`src/mcp_defs.svh`:
```
`ifndef MCP_DEFS_SVH
`define MCP_DEFS_SVH
// What this block does
// - Default start: regulator first, then the reference
// - Then oscillator, 3.3 V, 5 V, boost in order
// - Command after regulator sets each converter independently
// - All converters off stops the oscillator
// - Per-converter soft-start ramps peak limit over 4 ms
// - Soft-start starts on default sequence or command
// - Tie 5 V output to regulator above 4.5 V
// - High gate on dead time after clock edge
// - Low gate after dead time until edge or zero
// - Skipped clock cycle means pulse-skip, else normal
// - Pulse-skip high gate ends at 20 mV or duty
// - Pulse-skip low gate holds until zero current
// - Idle while above regulation, pulse at next edge
// - Above 120 mV limit, high gate off immediately
// - Current limit ends only the present cycle
// - Boost gates switch together in phase
// - Normal boost: on at edge, off after on-time
// - Pulse-skip boost ends at 100 mV or duty
// - Boost idles until output falls below regulation
// - Boost above 410 mV limit turns both off
// - Command bits 7..5 enable 3.3 V, 5 V, boost
// - Aborted transfer leaves enables unchanged
// - Disabled section holds both gates off

// ****************************************
// Timing
// ****************************************
`define MCP_CLK_NS 5
`define MCP_DEAD_TIME_NS 40
`define MCP_DEAD_CYC ((`MCP_DEAD_TIME_NS + `MCP_CLK_NS - 1) / `MCP_CLK_NS)
`define MCP_SW_PERIOD_NS 5000
`define MCP_SW_CYC (`MCP_SW_PERIOD_NS / `MCP_CLK_NS)
`define MCP_MAX_DUTY_CYC 900
`define MCP_SS_TIME_MS 4
`define MCP_SS_CYC (`MCP_SS_TIME_MS * 1000000 / `MCP_CLK_NS)
`define MCP_SS_STEPS 256

// ****************************************
// Command byte fields
// ****************************************
`define MCP_EN_3V3_BIT 7
`define MCP_EN_5V_BIT 6
`define MCP_EN_BOOST_BIT 5
`endif

```
`src/mcp_pkg.sv`:
```
package mcp_pkg;
    typedef enum logic [2:0] {
        MCP_BK_IDLE, MCP_BK_DEAD_HI, MCP_BK_HIGH, MCP_BK_DEAD_LO, MCP_BK_LOW
    } mcp_buck_t;
    typedef enum logic [2:0] {
        MCP_SQ_LDO, MCP_SQ_REF, MCP_SQ_3V3, MCP_SQ_5V, MCP_SQ_BOOST, MCP_SQ_RUN
    } mcp_seq_t;
endpackage

```
`src/mcp_sequencer.sv`:
```
`timescale 1ns/10ps
`default_nettype none
`include "mcp_defs.svh"
module mcp_sequencer #(
    parameter int SOFT_START_CYCLES = `MCP_SS_CYC
) (
    // Clock and reset
    input wire logic clk_sys,
    input wire logic rst,
    // Analog supervisors (asynchronous)
    input wire logic ldo_ok,
    input wire logic ref_ok,
    input wire logic out5_above_4v5,
    // 3.3 V buck comparators (asynchronous)
    input wire logic ontime_done_3v3,
    input wire logic peak_trip_3v3,
    input wire logic ilim_trip_3v3,
    input wire logic zero_cur_3v3,
    input wire logic below_reg_3v3,
    // 5 V buck comparators (asynchronous)
    input wire logic ontime_done_5v,
    input wire logic peak_trip_5v,
    input wire logic ilim_trip_5v,
    input wire logic zero_cur_5v,
    input wire logic below_reg_5v,
    // Boost comparators (asynchronous)
    input wire logic ontime_done_boost,
    input wire logic peak_trip_boost,
    input wire logic ilim_trip_boost,
    input wire logic below_reg_boost,
    // Command decoder (same clock)
    input wire logic cmd_valid,
    input wire logic [7:0] cmd_byte,
    input wire logic cmd_abort,
    // Supply control
    output logic ldo_en,
    output logic ref_en,
    output logic osc_run,
    output logic ldo_tie_close,
    // Soft-start peak limit levels
    output logic [7:0] ss_level_3v3,
    output logic [7:0] ss_level_5v,
    output logic [7:0] ss_level_boost,
    // Mode flags
    output logic pulse_skip_state_3v3,
    output logic pulse_skip_state_5v,
    output logic pulse_skip_state_boost,
    // Gate drives
    output logic high_gate_3v3,
    output logic low_gate_3v3,
    output logic high_gate_5v,
    output logic low_gate_5v,
    output logic high_gate_boost,
    output logic low_gate_boost
);
    localparam int SS_STEP = SOFT_START_CYCLES / `MCP_SS_STEPS;

    // ****************************************
    // Input synchronisers
    // ****************************************
    logic [16:0] sync1, sync2;
    logic [2:0] s_ontime, s_peak, s_ilim, s_below;
    logic [1:0] s_zero;
    logic s_ldo, s_ref, s_out5;

    always_ff @(posedge clk_sys) begin
        if (rst) begin
            sync1 <= 17'h0;
            sync2 <= 17'h0;
        end else begin
            sync1 <= {ontime_done_boost, ontime_done_5v, ontime_done_3v3,
                      peak_trip_boost, peak_trip_5v, peak_trip_3v3,
                      ilim_trip_boost, ilim_trip_5v, ilim_trip_3v3,
                      zero_cur_5v, zero_cur_3v3,
                      below_reg_boost, below_reg_5v, below_reg_3v3,
                      ldo_ok, ref_ok, out5_above_4v5};
            sync2 <= sync1;
        end
    end

    assign {s_ontime, s_peak, s_ilim, s_zero, s_below, s_ldo, s_ref, s_out5} = sync2;

    // ****************************************
    // Power-up sequencer and command handling
    // ****************************************
    mcp_pkg::mcp_seq_t seq, next_seq;
    logic [2:0] en, next_en;
    logic [2:0] ss_done;

    always_comb begin
        next_seq = seq;
        next_en = en;
        unique case (seq)
            mcp_pkg::MCP_SQ_LDO: if (s_ldo) next_seq = mcp_pkg::MCP_SQ_REF;
            mcp_pkg::MCP_SQ_REF: if (s_ref) begin
                next_seq = mcp_pkg::MCP_SQ_3V3;
                next_en[0] = 1'b1;
            end
            mcp_pkg::MCP_SQ_3V3: if (ss_done[0]) begin
                next_seq = mcp_pkg::MCP_SQ_5V;
                next_en[1] = 1'b1;
            end
            mcp_pkg::MCP_SQ_5V: if (ss_done[1]) begin
                next_seq = mcp_pkg::MCP_SQ_BOOST;
                next_en[2] = 1'b1;
            end
            mcp_pkg::MCP_SQ_BOOST: if (ss_done[2]) next_seq = mcp_pkg::MCP_SQ_RUN;
            mcp_pkg::MCP_SQ_RUN: next_seq = seq;
        endcase
        // Only a completed transfer takes effect; a byte flagged cmd_abort is dropped
        if (cmd_valid && !cmd_abort && seq != mcp_pkg::MCP_SQ_LDO) begin
            next_seq = mcp_pkg::MCP_SQ_RUN;
            next_en = {cmd_byte[`MCP_EN_BOOST_BIT], cmd_byte[`MCP_EN_5V_BIT],
                       cmd_byte[`MCP_EN_3V3_BIT]};
        end
    end

    always_ff @(posedge clk_sys) begin
        if (rst) begin
            seq <= mcp_pkg::MCP_SQ_LDO;
            en <= 3'h0;
        end else begin
            seq <= next_seq;
            en <= next_en;
        end
    end

    assign ldo_en = 1'b1;
    assign ref_en = (seq != mcp_pkg::MCP_SQ_LDO);

    // ****************************************
    // Oscillator: gated switching clock tick
    // ****************************************
    logic [9:0] osc_cnt, next_osc_cnt;
    logic osc_q, next_osc_q, tick, tie_q;

    always_comb begin
        next_osc_q = |en;
        next_osc_cnt = 10'h0;
        if (osc_q && osc_cnt != 10'(`MCP_SW_CYC - 1)) next_osc_cnt = osc_cnt + 10'h1;
    end

    always_ff @(posedge clk_sys) begin
        if (rst) begin
            osc_q <= 1'b0;
            osc_cnt <= 10'h0;
            tie_q <= 1'b0;
        end else begin
            osc_q <= next_osc_q;
            osc_cnt <= next_osc_cnt;
            tie_q <= s_out5;
        end
    end

    assign osc_run = osc_q;
    assign tick = osc_q && (osc_cnt == 10'(`MCP_SW_CYC - 1));
    assign ldo_tie_close = tie_q;

    // ****************************************
    // Soft-start ramps and mode flags
    // ****************************************
    // One element per converter, so each generate branch owns its own flop
    logic en_q [3];
    logic pskip [3];
    logic [7:0] ss_lvl [3];

    genvar gi;
    generate
        for (gi = 0; gi < 3; gi++) begin : g_ss
            logic [11:0] div, next_div;
            logic [7:0] next_lvl;
            logic next_pskip;

            always_comb begin
                next_div = div;
                next_lvl = ss_lvl[gi];
                next_pskip = pskip[gi];
                if (!en[gi] || !en_q[gi]) begin
                    next_div = 12'h0;
                    next_lvl = 8'h0;
                end else if (ss_lvl[gi] != 8'hff) begin
                    if (div == 12'(SS_STEP - 1)) begin
                        next_div = 12'h0;
                        next_lvl = ss_lvl[gi] + 8'h1;
                    end else begin
                        next_div = div + 12'h1;
                    end
                end
                if (tick && en[gi]) next_pskip = !s_below[gi];
            end

            always_ff @(posedge clk_sys) begin
                if (rst) begin
                    div <= 12'h0;
                    ss_lvl[gi] <= 8'h0;
                    en_q[gi] <= 1'b0;
                    pskip[gi] <= 1'b0;
                end else begin
                    div <= next_div;
                    ss_lvl[gi] <= next_lvl;
                    en_q[gi] <= en[gi];
                    pskip[gi] <= next_pskip;
                end
            end

            assign ss_done[gi] = (ss_lvl[gi] == 8'hff);
        end
    endgenerate

    assign ss_level_3v3 = ss_lvl[0];
    assign ss_level_5v = ss_lvl[1];
    assign ss_level_boost = ss_lvl[2];
    assign pulse_skip_state_3v3 = pskip[0];
    assign pulse_skip_state_5v = pskip[1];
    assign pulse_skip_state_boost = pskip[2];

    // ****************************************
    // Buck gate-drive state machines
    // ****************************************
    mcp_pkg::mcp_buck_t bst [2];
    logic [9:0] bcnt [2];
    logic [1:0] hg, lg;

    generate
        for (gi = 0; gi < 2; gi++) begin : g_buck
            mcp_pkg::mcp_buck_t next_st;
            logic [9:0] next_cnt;
            logic hi_end;

            always_comb begin
                next_st = bst[gi];
                next_cnt = bcnt[gi] + 10'h1;
                hi_end = s_ilim[gi] || bcnt[gi] == 10'(`MCP_MAX_DUTY_CYC - 1)
                         || (pskip[gi] ? s_peak[gi] : s_ontime[gi]);
                unique case (bst[gi])
                    mcp_pkg::MCP_BK_IDLE: begin
                        next_cnt = 10'h0;
                        if (tick && en[gi] && s_below[gi]) next_st = mcp_pkg::MCP_BK_DEAD_HI;
                    end
                    mcp_pkg::MCP_BK_DEAD_HI:
                        if (bcnt[gi] == 10'(`MCP_DEAD_CYC - 1)) begin
                            next_st = mcp_pkg::MCP_BK_HIGH;
                            next_cnt = 10'h0;
                        end
                    mcp_pkg::MCP_BK_HIGH:
                        if (hi_end) begin
                            next_st = mcp_pkg::MCP_BK_DEAD_LO;
                            next_cnt = 10'h0;
                        end
                    mcp_pkg::MCP_BK_DEAD_LO:
                        if (bcnt[gi] == 10'(`MCP_DEAD_CYC - 1)) begin
                            next_st = mcp_pkg::MCP_BK_LOW;
                            next_cnt = 10'h0;
                        end
                    mcp_pkg::MCP_BK_LOW: begin
                        next_cnt = 10'h0;
                        if (s_zero[gi]) begin
                            next_st = mcp_pkg::MCP_BK_IDLE;
                        end else if (tick && !pskip[gi]) begin
                            next_st = s_below[gi] ? mcp_pkg::MCP_BK_DEAD_HI
                                                  : mcp_pkg::MCP_BK_IDLE;
                        end
                    end
                endcase
                if (!en[gi]) begin
                    next_st = mcp_pkg::MCP_BK_IDLE;
                    next_cnt = 10'h0;
                end
            end

            always_ff @(posedge clk_sys) begin
                if (rst) begin
                    bst[gi] <= mcp_pkg::MCP_BK_IDLE;
                    bcnt[gi] <= 10'h0;
                end else begin
                    bst[gi] <= next_st;
                    bcnt[gi] <= next_cnt;
                end
            end

            // Limit trip masks the drive at once rather than a cycle later
            assign hg[gi] = (bst[gi] == mcp_pkg::MCP_BK_HIGH) && !s_ilim[gi];
            assign lg[gi] = (bst[gi] == mcp_pkg::MCP_BK_LOW);

        end
    endgenerate

    assign high_gate_3v3 = hg[0];
    assign low_gate_3v3 = lg[0];
    assign high_gate_5v = hg[1];
    assign low_gate_5v = lg[1];

    // ****************************************
    // Buck-boost: both switches move together
    // ****************************************
    logic bb_on, next_bb_on;
    logic [9:0] bb_cnt, next_bb_cnt;

    always_comb begin
        next_bb_on = bb_on;
        next_bb_cnt = bb_on ? bb_cnt + 10'h1 : 10'h0;
        if (!en[2]) begin
            next_bb_on = 1'b0;
        end else if (bb_on) begin
            if (s_ilim[2] || bb_cnt == 10'(`MCP_MAX_DUTY_CYC - 1)
                || (pskip[2] ? s_peak[2] : s_ontime[2])) next_bb_on = 1'b0;
        end else if (tick && s_below[2] && !s_ilim[2]) begin
            next_bb_on = 1'b1;
        end
    end

    always_ff @(posedge clk_sys) begin
        if (rst) begin
            bb_on <= 1'b0;
            bb_cnt <= 10'h0;
        end else begin
            bb_on <= next_bb_on;
            bb_cnt <= next_bb_cnt;
        end
    end

    assign high_gate_boost = bb_on && !s_ilim[2];
    assign low_gate_boost = bb_on && !s_ilim[2];
endmodule
`default_nettype wire

```
`config.mk`:
```
export PLATFORM = sky130hd
export DESIGN_NAME = mcp_sequencer
export DESIGN_NICKNAME = d
export VERILOG_FILES = /design/src/mcp_pkg.sv /design/src/mcp_sequencer.sv
export VERILOG_INCLUDE_DIRS = /design/src
export SDC_FILE = /design/constraint.sdc
export NUM_CORES = 1
export LEC_CHECK = 0
export BUFFER_PORTS_ARGS = -buffer_cell sky130_fd_sc_hd__buf_4
export CELL_PAD_IN_SITES_DETAIL_PLACEMENT = 1
export CELL_PAD_IN_SITES_GLOBAL_PLACEMENT = 1
export CORE_AREA = 2 2 141 143
export DETAILED_ROUTE_END_ITERATION = 10
export DIE_AREA = 0 0 143 145
export PLACE_DENSITY = 0.66
export SETUP_SLACK_MARGIN = 0.3
export SLEW_MARGIN = 20
export SYNTH_ARGS = -nofsm -noshare
export SYNTH_HDL_FRONTEND = slang
export SYNTH_SLANG_ARGS = --single-unit
```
`constraint.sdc`:
```
create_clock -name clk_sys -period 2.7 [get_ports clk_sys]
set_clock_uncertainty 0.1 [all_clocks]
set_input_delay 0.81 -clock clk_sys [delete_from_list [all_inputs] [get_ports clk_sys]]
set_output_delay 0.81 -clock clk_sys [all_outputs]
set_load 0.03 [all_outputs]
```
==> out/qor.csv <==
metric,value,unit
ys_async_sr_fraction,0,
cts_root_buffer,clkbuf_16,
slew_headroom,0.646,
cts_max_level,4,
drive_gt1_frac,0.171,
r2r-end,bst[1][1]$_SDFFE_PP0P_,
run_status,finished clean,
die_w,143,microns
route.detailed.drc,0,
layout_common_cells,"149 x dfxtp_1, 129 x nor2_1, 74 x buf_4",
cts_tree,built,
p_per_area,639,nW/um^2
pwr-share-clk,0.468,
grt_usage,0.159,
final_common_cell,dfxtp_1,
ctsHoldBuffers,0,
synth-edff-count,0,
hpwl,11300,microns
vias,5311,
rsz0062_at_grt,yes,
synth_nets,782,
switching_share,0.228,
cp-start-kind,flop,
reg2reg_from,bcnt[1][0]$_SDFF_PP0_,
synth_cells,740,
crit_path_cell_trace,nand2b_4 -> or3_4 -> inv_2 -> buf_6,
max-vdd-ir-drop,0.451,mV
drt_iter0_drc,178,
grt_pass1_wl,27000,microns
rrSetupSlack,0.37,ns
crit_fanout,5,
maxCapViolCount,0,
p_leak,2.81,nW
cts.sinks,155,
startpoint,bst[1][0]$_SDFFE_PP0P_,
hold_viol,0,
cts_setup_buffers,0,
fin_crit,2.35,ns
core_area,19200,sq um
grt_pass1_vias,5568,
diodes,0,
finalNonFillerCells,1091,
power,5.20,mW
fin_ws,0.346,ns
place.gp.congestion,0.826,
grt_overflow,0,
max_freq,425,MHz
routedWlPerCell,14.3,microns
dp_cells,1059,
dieArea,20700,sq um
row_count,51,
ys_seq_area_frac,0.466,
syn_avg_cell_area,8.99,sq um
power.switching,1.19,mW
port_buffers,59,
slew_viol_final,0,
nets,855,
worstSetupEndpointType,output port,
combPwrFrac,0.068,
clkLatencyLatePin,0.42,ns
worstSetupPathType,reg2out,
io_pins,66,
post-place-ws,0.381,ns
worstPathRequired,1.79,ns
ys_warn_count,0,
hp-class,reg2reg,
synth_seq_cells,155,
synthFlopType,dfxtp_1,
crit_buf_inv,2,
rr_worst_depth,6,
synth_area,6650,sq um
setup-tns-final,0,ns
hold_path_startpoint,sync1[5]$_SDFF_PP0_,
p_int,4.01,mW
first_pass_iters,4,
seqPwrFrac,0.464,
antenna_left,0,
cpPeakStageDelay,0.36,ns
cts_buffers,17,
cp.arrival,1.44,ns
floorplan.initialDensity,0.346,
grt_antenna_before_repair,0,
tightestPinTransition,0.530,ns
grt_start_max_net_pins,30,
synth.distinct_cells,60,
vias_per_cell,4.87,
whs_path_depth,1,
cts_buffer_depth,2,
min_to,sync2[5]$_SDFF_PP0_,
fin_crit_sh,0.872,
wirelength,15600,microns
die_h,145,microns
cp_slowest_cell,dfxtp_4,
path_clk_slew,0.06,ns
syn_to_final_growth,22.3,%
setup_violations,0,
crit_family,simple AND/OR/NAND/NOR gates,
-- synthesized netlist by cell type (all sizes together), types with 3 or more instances --
cell type,n,share of area
dfxtp,155,0.47
nor2,133,0.076
xnor2,52,0.068
nand2,48,0.027
nor2b,44,0.041
nand3,34,0.026
xor2,34,0.045
inv,23,0.013
nand4,20,0.019
nor3,18,0.014
nor4,15,0.023
a21oi,14,0.011
clkbuf,14,0.0079
ha,13,0.024
o21ai,13,0.010
and3,12,0.011
buf,8,0.0079
mux2i,8,0.012
and2,6,0.0056
or3,6,0.0056
or4b,6,0.0090
nand2b,5,0.0047
nand4bb,4,0.0068
o31ai,4,0.0045
or2,4,0.0038
a211oi,3,0.0034
a21boi,3,0.0034
a21o,3,0.0034
and4,3,0.0039
nand4b,3,0.0039
nor4b,3,0.0039
-- metrics by stage --
step / utilization / cell area (sq um) / hold slack [ns]
2_1_floorplan: - / 6650 / 0.313
3_3_place_gp: 0.388 / 7450 / 0.320
3_5_place_dp: 0.388 / 7450 / 0.328
4_1_cts: 0.420 / 8080 / 0.344
5_1_grt: 0.424 / 8140 / 0.356
6_report: 0.424 / 8140 / 0.338
-- logic make-up after synthesis --
logic type | share of synthesized area
mux | 0.0120
compound gates | 0.0647
xor+xnor | 0.113
flops | 0.466
fa+ha+maj | 0.0244
other cells | 0.000564
simple gates | 0.290
buf+inv | 0.0288
-- power groups by stage --
stage / Sequential, mW / Clock (mW) / Combinational, mW
2_1_floorplan: 2.45 / 0 / 0.224
3_3_place_gp: 2.46 / 0 / 0.327
3_5_place_dp: 2.46 / 0 / 0.342
4_1_cts: 2.41 / 2.50 / 0.346
5_1_grt: 2.42 / 2.62 / 0.385
6_report: 2.41 / 2.44 / 0.352
-- routing by layer --
metal	GRT usage	part of all wire	vias to the layer above	wire length, microns
li1	-	-	2654	-
met1	0.197	0.46	2575	7170
met2	0.270	0.50	63	7730
met3	0.0356	0.028	19	439
met4	0.0540	0.015	0	240
met5	0	0	-	0
-- flip-flops by register name, summed over array words and instances (netlist names), 3 cells and up --
register and cells:
bst 6, seq 3, sync2 17, osc_cnt 10, sync1 17, bcnt 20, pskip 3, ss_lvl 24
en 3, g_ss.div 36, bb_cnt 10, en_q 3
-- how the worst max path moves through the flow --
stage,end,slack (ns),cells past startpoint
global route,bst[1][1]$_SDFFE_PP0P_,0.26,6
floorplan,g_ss[2].div[5]$_SDFFE_PP0N_,0.53,7
CTS,high_gate_3v3,0.30,4
finish,high_gate_5v,0.35,4
global placement,bst[1][1]$_SDFFE_PP0P_,0.41,6
detailed placement,bst[0][1]$_SDFFE_PP0P_,0.38,6
-- layout make-up --
cell class	instances	area [sq um]
Fill cell	2193	11100
Inverter	23	86.3
Timing Repair Buffer	76	578
Tap cell	265	332
Clock inverter	10	139
Sequential cell	155	3120
Clock buffer	22	464
Multi-Input combinational cell	540	3430
-- timing repair --
action,CTS,global route
pin swaps,0,0
cloned,0,0
endpoints found under the setup margin,3,21
resized for setup,7,19
No activity file was read; power rests on OpenSTA's default activity.
